$ cat src/hdl/csp_cfg.svh
// Constants for the processor system port pin logic.
// Assumes inclusion by the package and design modules by bare name.
`ifndef CSP_CFG_SVH
`define CSP_CFG_SVH

`define CSP_CMD_W        15
`define CSP_DATA_W       64
`define CSP_CHK_W        8
`define CSP_NFWD         8
`define CSP_OUT_DIV      2
`define CSP_IDLE_BUS     15'h7FFF

`endif

$ cat src/hdl/csp_pkg.sv
// Types shared by the system port pin logic.
// Assumes csp_cfg.svh is on the include path.
`include "csp_cfg.svh"

package csp_pkg;
   typedef logic [`CSP_CMD_W-1:0] csp_cmd_t;

   typedef struct packed {
      logic [`CSP_DATA_W-1:0] data;
      logic [`CSP_CHK_W-1:0]  check;
   } csp_qword_t;

   typedef enum logic [1:0] {CSP_OUT_IDLE, CSP_OUT_LOAD, CSP_OUT_SEND} csp_out_state_t;

   // Check bits: each bit is the parity of an interleaved byte lane slice
   function automatic logic [`CSP_CHK_W-1:0] csp_ecc(input logic [`CSP_DATA_W-1:0] d);
      logic [`CSP_CHK_W-1:0] c;
      c = '0;
      for (int i = 0; i < `CSP_DATA_W; i++) begin
         c[i % `CSP_CHK_W] = c[i % `CSP_CHK_W] ^ d[i];
      end
      return c;
   endfunction
endpackage

$ cat src/hdl/csp_port.sv
// System port pin logic of the processor: command/address channels,
// 64-bit data bus with check bits, forwarded clocks and valid strobes.
// Assumes every pin input is asynchronous; pins with the _n suffix use active-low levels.
`timescale 1ns/1ps
`default_nettype none
`include "csp_cfg.svh"

// Summary of operation
// Framing reference clock edges frame the port
// Inbound 15-bit multiplexed command channel received
// Inbound forwarded clock captures command and fill
// Device drives outbound 15-bit command channel
// Device forwards clock with outbound channel
// Data driver adds eight check bits
// One bidirectional 64-bit bus both ways
// Inbound data captured by eight forwarded clocks
// Device generates eight outbound data clocks
// Inbound data taken only when valid
// Outbound data paced by system valid
// Fill usable only after fill valid
// Low-suffix pins are active low
module csp_port
   import csp_pkg::*;
(
   input  wire logic                  sys_clk_in,
   input  wire logic                  srst_in,
   input  wire logic                  framing_ref_clock_pos_in,
   input  wire logic                  framing_ref_clock_neg_in,
   input  wire csp_cmd_t              inbound_cmd_addr_bus_n_in,
   input  wire logic                  inbound_cmd_addr_fwd_clock_n_in,
   input  wire logic                  fill_valid_strobe_n_in,
   output logic [`CSP_CMD_W-1:0]      outbound_cmd_addr_bus_n_out,
   output logic                       outbound_cmd_addr_fwd_clock_n_out,
   input  wire logic [`CSP_DATA_W-1:0] port_data_bus_n_in,
   output logic [`CSP_DATA_W-1:0]     port_data_bus_n_out,
   output logic                       port_data_bus_oe_out,
   input  wire logic [`CSP_CHK_W-1:0] port_ecc_check_bits_n_in,
   output logic [`CSP_CHK_W-1:0]      port_ecc_check_bits_n_out,
   input  wire logic [`CSP_NFWD-1:0]  inbound_data_fwd_clocks_in,
   output logic [`CSP_NFWD-1:0]       outbound_data_fwd_clocks_n_out,
   input  wire logic                  inbound_data_valid_strobe_n_in,
   input  wire logic                  outbound_data_valid_strobe_n_in,
   input  wire csp_cmd_t              user_cmd_in,
   input  wire logic                  user_cmd_valid_in,
   output logic                       user_cmd_ready_out,
   input  wire csp_qword_t            user_wdata_in,
   input  wire logic                  user_wdata_valid_in,
   output logic                       user_wdata_ready_out,
   output csp_cmd_t                   user_rx_cmd_out,
   output logic                       user_rx_cmd_valid_out,
   output csp_qword_t                 user_rx_data_out,
   output logic                       user_rx_data_valid_out,
   output logic                       user_rx_ecc_err_out,
   output logic                       user_fill_usable_out,
   output logic                       frame_tick_out
);
   // -------------------------------------------------------------
   // Input synchronisers
   // -------------------------------------------------------------
   logic [`CSP_CMD_W-1:0]  cmd_m_reg, cmd_s_reg;
   logic [`CSP_DATA_W-1:0] dat_m_reg, dat_s_reg;
   logic [`CSP_CHK_W-1:0]  chk_m_reg, chk_s_reg;
   logic [2:0]             vld_m_reg, vld_s_reg;
   logic                   frm_rise, frm_neg_rise, cclk_rise;
   logic [`CSP_NFWD-1:0]   dclk_rise;

   always_ff @(posedge sys_clk_in) begin
      if (srst_in) begin
         cmd_m_reg <= `CSP_IDLE_BUS;
         cmd_s_reg <= `CSP_IDLE_BUS;
         dat_m_reg <= '1;
         dat_s_reg <= '1;
         chk_m_reg <= '1;
         chk_s_reg <= '1;
         vld_m_reg <= 3'h7;
         vld_s_reg <= 3'h7;
      end else begin
         cmd_m_reg <= inbound_cmd_addr_bus_n_in;
         cmd_s_reg <= cmd_m_reg;
         dat_m_reg <= port_data_bus_n_in;
         dat_s_reg <= dat_m_reg;
         chk_m_reg <= port_ecc_check_bits_n_in;
         chk_s_reg <= chk_m_reg;
         vld_m_reg <= {fill_valid_strobe_n_in, inbound_data_valid_strobe_n_in, outbound_data_valid_strobe_n_in};
         vld_s_reg <= vld_m_reg;
      end
   end

   // Differential pair: both halves are watched, a frame starts when pos rises and neg falls in one cycle
   csp_sync_edge u_frm_p (.sys_clk_in(sys_clk_in), .srst_in(srst_in), .async_in(framing_ref_clock_pos_in),
                          .level_out(), .rise_out(frm_rise), .fall_out());
   csp_sync_edge u_frm_n (.sys_clk_in(sys_clk_in), .srst_in(srst_in), .async_in(framing_ref_clock_neg_in),
                          .level_out(), .rise_out(), .fall_out(frm_neg_rise));
   // Active-low forwarded clock: its falling pin edge is the capture edge
   csp_sync_edge u_cclk (.sys_clk_in(sys_clk_in), .srst_in(srst_in), .async_in(inbound_cmd_addr_fwd_clock_n_in),
                         .level_out(), .rise_out(), .fall_out(cclk_rise));

   genvar g;
   generate
      for (g = 0; g < `CSP_NFWD; g++) begin : g_dclk
         csp_sync_edge u_dclk (.sys_clk_in(sys_clk_in), .srst_in(srst_in),
                               .async_in(inbound_data_fwd_clocks_in[g]),
                               .level_out(), .rise_out(dclk_rise[g]), .fall_out());
      end
   endgenerate

   logic inv_n, outv_n, fillv_n;
   assign {fillv_n, inv_n, outv_n} = vld_s_reg;

   // -------------------------------------------------------------
   // Framing reference
   // -------------------------------------------------------------
   always_ff @(posedge sys_clk_in) begin
      if (srst_in) frame_tick_out <= 1'b0;
      else         frame_tick_out <= frm_rise & frm_neg_rise;
   end

   // -------------------------------------------------------------
   // Inbound command channel and fill validation
   // -------------------------------------------------------------
   logic fill_pend_reg;

   always_ff @(posedge sys_clk_in) begin
      if (srst_in) begin
         user_rx_cmd_out       <= '0;
         user_rx_cmd_valid_out <= 1'b0;
      end else begin
         user_rx_cmd_valid_out <= cclk_rise;
         if (cclk_rise) user_rx_cmd_out <= ~cmd_s_reg;
      end
   end

   // A fill arrives as an inbound data word; it is held back until the strobe and a command clock edge
   always_ff @(posedge sys_clk_in) begin
      if (srst_in) begin
         fill_pend_reg        <= 1'b0;
         user_fill_usable_out <= 1'b0;
      end else begin
         user_fill_usable_out <= 1'b0;
         if (cclk_rise && !fillv_n && fill_pend_reg) begin
            user_fill_usable_out <= 1'b1;
            fill_pend_reg        <= 1'b0;
         end
         // A word landing in the consuming cycle opens a new pending fill
         if (user_rx_data_valid_out) fill_pend_reg <= 1'b1;
      end
   end

   // -------------------------------------------------------------
   // Inbound data with check
   // -------------------------------------------------------------
   logic [`CSP_DATA_W-1:0] rx_d;
   logic [`CSP_CHK_W-1:0]  rx_c;
   assign rx_d = ~dat_s_reg;
   assign rx_c = ~chk_s_reg;

   always_ff @(posedge sys_clk_in) begin
      if (srst_in) begin
         user_rx_data_out       <= '0;
         user_rx_data_valid_out <= 1'b0;
         user_rx_ecc_err_out    <= 1'b0;
      end else begin
         // A rising edge on any forwarded clock counts; the lanes are skew matched
         user_rx_data_valid_out <= 1'b0;
         if (|dclk_rise && !inv_n && !port_data_bus_oe_out) begin
            user_rx_data_out       <= '{data: rx_d, check: rx_c};
            user_rx_data_valid_out <= 1'b1;
            user_rx_ecc_err_out    <= csp_ecc(rx_d) != rx_c;
         end
      end
   end

   // -------------------------------------------------------------
   // Outbound command channel
   // -------------------------------------------------------------
   logic cdiv_reg;
   always_ff @(posedge sys_clk_in) begin
      if (srst_in) begin
         cdiv_reg                          <= 1'b0;
         outbound_cmd_addr_bus_n_out       <= `CSP_IDLE_BUS;
         outbound_cmd_addr_fwd_clock_n_out <= 1'b1;
         user_cmd_ready_out                <= 1'b0;
      end else begin
         cdiv_reg                          <= ~cdiv_reg;
         outbound_cmd_addr_fwd_clock_n_out <= cdiv_reg;
         user_cmd_ready_out                <= ~cdiv_reg;
         // Bus changes while clock pin goes high, stable over its fall
         if (cdiv_reg) begin
            if (user_cmd_valid_in && user_cmd_ready_out)
               outbound_cmd_addr_bus_n_out <= ~user_cmd_in;
            else
               outbound_cmd_addr_bus_n_out <= `CSP_IDLE_BUS;
         end
      end
   end

   // -------------------------------------------------------------
   // Outbound data, paced by system valid
   // -------------------------------------------------------------
   csp_out_state_t ost_reg;
   always_ff @(posedge sys_clk_in) begin
      if (srst_in) begin
         ost_reg                        <= CSP_OUT_IDLE;
         port_data_bus_n_out            <= '1;
         port_ecc_check_bits_n_out      <= '1;
         port_data_bus_oe_out           <= 1'b0;
         outbound_data_fwd_clocks_n_out <= '1;
         user_wdata_ready_out           <= 1'b0;
      end else begin
         user_wdata_ready_out           <= 1'b0;
         outbound_data_fwd_clocks_n_out <= '1;
         unique case (ost_reg)
            CSP_OUT_IDLE: begin
               port_data_bus_oe_out <= 1'b0;
               if (!outv_n) begin
                  ost_reg              <= CSP_OUT_LOAD;
                  user_wdata_ready_out <= 1'b1;
               end
            end
            CSP_OUT_LOAD: begin
               if (user_wdata_valid_in) begin
                  port_data_bus_n_out       <= ~user_wdata_in.data;
                  port_ecc_check_bits_n_out <= ~csp_ecc(user_wdata_in.data);
                  port_data_bus_oe_out      <= 1'b1;
                  ost_reg                   <= CSP_OUT_SEND;
               end else begin
                  ost_reg <= CSP_OUT_IDLE;
               end
            end
            CSP_OUT_SEND: begin
               outbound_data_fwd_clocks_n_out <= '0;
               ost_reg                        <= CSP_OUT_IDLE;
            end
         endcase
      end
   end

   // -------------------------------------------------------------
   // Checks
   // -------------------------------------------------------------
   a_fwd_clk_toggle: assert property (@(posedge sys_clk_in) disable iff (srst_in)
      outbound_cmd_addr_fwd_clock_n_out |=> !outbound_cmd_addr_fwd_clock_n_out)
      else $error("outbound command clock did not toggle");
   a_rx_only_valid: assert property (@(posedge sys_clk_in) disable iff (srst_in)
      user_rx_data_valid_out |-> $past(!inv_n))
      else $error("inbound data taken without valid strobe");
   a_out_paced: assert property (@(posedge sys_clk_in) disable iff (srst_in)
      $rose(port_data_bus_oe_out) |-> $past(!outv_n, 2))
      else $error("outbound data driven without system valid");
   a_data_clk_sent: assert property (@(posedge sys_clk_in) disable iff (srst_in)
      $rose(port_data_bus_oe_out) |=> outbound_data_fwd_clocks_n_out == '0 ##1 !port_data_bus_oe_out)
      else $error("outbound data clocks missing");
   a_out_ecc_ok: assert property (@(posedge sys_clk_in) disable iff (srst_in)
      port_data_bus_oe_out |-> csp_ecc(~port_data_bus_n_out) == ~port_ecc_check_bits_n_out)
      else $error("outbound check bits wrong");
   a_fill_after_strobe: assert property (@(posedge sys_clk_in) disable iff (srst_in)
      user_fill_usable_out |-> $past(!fillv_n && fill_pend_reg))
      else $error("fill usable without strobe");
   a_cmd_capture: assert property (@(posedge sys_clk_in) disable iff (srst_in)
      cclk_rise |=> user_rx_cmd_valid_out && user_rx_cmd_out == ~$past(cmd_s_reg))
      else $error("inbound command not captured");
   a_cmd_idle_high: assert property (@(posedge sys_clk_in) disable iff (srst_in)
      (cdiv_reg && !(user_cmd_valid_in && user_cmd_ready_out)) |=> outbound_cmd_addr_bus_n_out == `CSP_IDLE_BUS)
      else $error("outbound command bus not idle");
   a_cmd_drive: assert property (@(posedge sys_clk_in) disable iff (srst_in)
      (cdiv_reg && user_cmd_valid_in && user_cmd_ready_out) |=> outbound_cmd_addr_bus_n_out == ~$past(user_cmd_in))
      else $error("outbound command not driven");
endmodule // csp_port

`default_nettype wire

$ cat src/hdl/csp_sync_edge.sv
// Two-flop synchroniser with rising and falling edge detection.
// Assumes input is asynchronous to sys_clk_in.
`timescale 1ns/1ps
`default_nettype none

module csp_sync_edge (
   input  wire logic sys_clk_in,
   input  wire logic srst_in,
   input  wire logic async_in,
   output logic      level_out,
   output logic      rise_out,
   output logic      fall_out
);
   logic meta_reg;
   logic sync_reg;
   logic last_reg;

   always_ff @(posedge sys_clk_in) begin
      if (srst_in) begin
         meta_reg <= 1'b0;
         sync_reg <= 1'b0;
         last_reg <= 1'b0;
      end else begin
         meta_reg <= async_in;
         sync_reg <= meta_reg;
         last_reg <= sync_reg;
      end
   end

   assign level_out = sync_reg;
   assign rise_out  = sync_reg & ~last_reg;
   assign fall_out  = ~sync_reg & last_reg;
endmodule // csp_sync_edge

`default_nettype wire

$ cat config.mk
export PLATFORM = sky130hd
export DESIGN_NAME = csp_port
export DESIGN_NICKNAME = d
export VERILOG_FILES = /design/src/hdl/csp_pkg.sv /design/src/hdl/csp_port.sv /design/src/hdl/csp_sync_edge.sv
export VERILOG_INCLUDE_DIRS = /design/src /design/src/hdl
export SDC_FILE = /design/constraint.sdc
export NUM_CORES = 1
export LEC_CHECK = 0
export BUFFER_PORTS_ARGS = -buffer_cell sky130_fd_sc_hd__buf_4
export CAP_MARGIN = 5
export CORE_MARGIN = 2
export CORE_UTILIZATION = 35
export DETAILED_ROUTE_END_ITERATION = 16
export GPL_TIMING_DRIVEN = 0
export HOLD_SLACK_MARGIN = 0.05
export PLACE_DENSITY = 0.65
export REMOVE_ABC_BUFFERS = 1
export SLEW_MARGIN = 20
export SYNTH_ARGS = -nofsm -noshare
export SYNTH_HDL_FRONTEND = slang
export SYNTH_SLANG_ARGS = --single-unit
$ cat constraint.sdc
create_clock -name sys_clk_in -period 2.8 [get_ports sys_clk_in]
set_input_delay 0.56 -clock sys_clk_in [delete_from_list [all_inputs] [get_ports sys_clk_in]]
set_output_delay 0.56 -clock sys_clk_in [all_outputs]
set_load 0.03 [all_outputs]
==> metrics <==
status complete, no violations; HP Class input pin to flip-flop; Worst EP arrival between 2 and 3 ns; Relative slew margins 0.497; Netlist cell types 35; clock skew ~0.015 ns; clock root buffer master clkbuf_16; startpoint types flip-flop; initial core utilization 0.356; sequential fraction of the synthesis area 0.596; Num CTS Buffers 42; vias in the first global route between 9k and 10k; postcts setup bufs 0; WL/cell around 14 um; vias 9,199; first-pass GRT wire length about 46,000 um; post-DP HPWL between 20,000 and 25,000 um; Synth async-reset ratio 0; I/O Pins around 380; Syn Std Cell Area roughly 0.013 mm2; row cnt a little over 70; Post-DRT Antenna Nets 0; CTS sink cnt 400; Lkg Pwr 0.00741 uW; drt first-iter violations ~230; largest net degree at the start of global routing approximately 140; CTS clk-pin slew, worst paths 0.06 ns; total track usage 0.147; largest area contributor in the netlist dfxtp_1; gpl congestion approximately 0.75; critical path endpoint category flip-flop; # fillers between 3k and 4k; end-of-flow core utilization 0.481; power per cell area roughly 740 mW/mm2; Port Buf Inserts between 300 and 400; core area ~0.038 mm2; crit-path max FO 74; synth top area cells dfxtp_1, or2_2, a211oi_2; die footprint about 0.04 mm2; CTS Hold Bufs 0; post-CTS sizing 0; final WL 30,100 um; final period utilization 0.758; DRC 0; Synth Instances 1,209; Fin Setup TNS 0 ns; DR pass1 iterations 4; Die Y roughly 200 um; Largest Register user_rx_data_out; Final Hold Vio Count 0; Post-synth EDFFs 0; Max Buffers Root-to-Sink 3; CTS H-tree lvls 2; max-cap violations 0; Yosys warnings 0; peak supply drop about 0.00056 V; worst skew pair latency 0.54 ns; CTS tree built; #FFs+latches synth 400; RSZ-0062 raised after global routing false; fin. max-slew vios 0; ys flop type dfxtp_1; required time worst endpoint around 3.2 ns; ratio of cells with drive above 1 in the final layout 0.442; total congestion overflow 0; Max Freq roughly 470 MHz; critical path type flip-flop to flip-flop; Period minus WS final 2.12 ns; internal reg-to-reg setup slack 0.68 ns; area delta synth->final 35.0%; Worst Tran Pin Value about 0.76 ns; Setup-failing EPs final 0; Yosys top cell area share 0.596; initial antenna violation count 3; Avg Inst Size Synth 11.1 um2; number of vias per cell about 4.4; nets@finish between 1.5k and 2k; Die Wd 200 um; Largest register FFs between 70 and 80
==> cell families after synthesis <==
kind of cell	count (synthesis)	share of synthesized area
xor+xnor	112	0.0812
simple gates	407	0.154
buf+inv	100	0.0330
fa+ha+maj	3	0.00279
flops	400	0.596
compound gates	187	0.133
==> placed cells by master (no fill, tap or decap), types with 13 or more instances in the layout <==
cell type	Yosys	layout
buf_4	9	373
or2_2	180	180
a211o_1	72	72
a211oi_1	19	19
xnor2_1	87	87
clkbuf_16	0	42
a21oi_1	18	18
nor2_1	187	187
clkbuf_1	55	13
xor2_1	17	17
dfxtp_1	400	400
nor2b_1	27	26
a211oi_2	69	69
==> report_power, final <==
| part | switching [uW] | leakage (uW) | internal, uW |
|---|---|---|---|
| clock network | 2170 | 0.000667 | 3280 |
| logic | 923 | 0.00345 | 829 |
| registers | 148 | 0.00329 | 6010 |
==> final cells by class <==
type | count | area, um2 | share of cell area
Tap cell | 511 | 639 | 0.0352
Timing Repair Buffer | 385 | 3090 | 0.170
Clock buffer | 64 | 1220 | 0.0674
Inverter | 13 | 48.8 | 0.00269
Sequential cell | 400 | 8010 | 0.441
Antenna cell | 2 | 5.00 | 0.000276
Clock inverter | 9 | 135 | 0.00745
Multi-Input combinational cell | 709 | 5000 | 0.276
==> synthesized netlist by cell type, types with 2 or more instances <==
cell type and count:
nor2b_1 27, a211oi_1 19, a211o_1 72, ha_1 3, buf_6 3, buf_1 10
nor3_1 2, buf_4 9, xor2_1 17, inv_1 11, o22ai_1 4, nor2_1 187
buf_2 10, xnor3_1 8, xnor2_1 87, dfxtp_1 400, nand2_1 2, o21ai_0 2
clkbuf_1 55, a21oi_1 18, a211oi_2 69, or2_2 180, nand2b_1 2
==> metrics by stage <==
stage | power (uW) | std cells | worst slack, ns | hold WS [ns] | area (um2)
floorplan | 7300 | 1122 | -2.12 | 0.385 | 13000
global placement | 8040 | 2007 | -3.78 | 0.391 | 16500
detailed placement | 8060 | 2018 | 0.709 | 0.392 | 16800
CTS | 13600 | 2091 | 0.704 | 0.147 | 18100
global route | 14000 | 2093 | 0.541 | 0.159 | 18100
finish | 13400 | 2093 | 0.679 | 0.190 | 18100
==> final timing paths <==
| kind | startpoint | end | cells after the start |
|---|---|---|---|
| hold / removal | user_cmd_in[4] | outbound_cmd_addr_bus_n_out[4] | 2 |
| hold reg to reg | chk_m_reg[6] | chk_s_reg[6] | 1 |
| setup / recovery | ost_reg[1] | port_data_bus_n_out[25] | 6 |
| setup reg to reg | ost_reg[1] | port_data_bus_n_out[25] | 6 |
==> worst max-delay path, cell delays in order (launching register included) <==
cell	delay, ns
dfxtp_1	0.36
inv_1	0.08
ha_1	0.24
nand2_4	0.55
buf_16	0.32
nor2_1	0.07
a211o_1	0.28
==> metal layers <==
metal / track usage / vias up / part of all wire
met5: 0 / - / 0.00053
met2: 0.247 / 282 / 0.47
met3: 0.0620 / 50 / 0.099
li1: - / 4650 / -
met1: 0.164 / 4215 / 0.40
met4: 0.0576 / 2 / 0.026
Power figures use the tool's default switching activity.
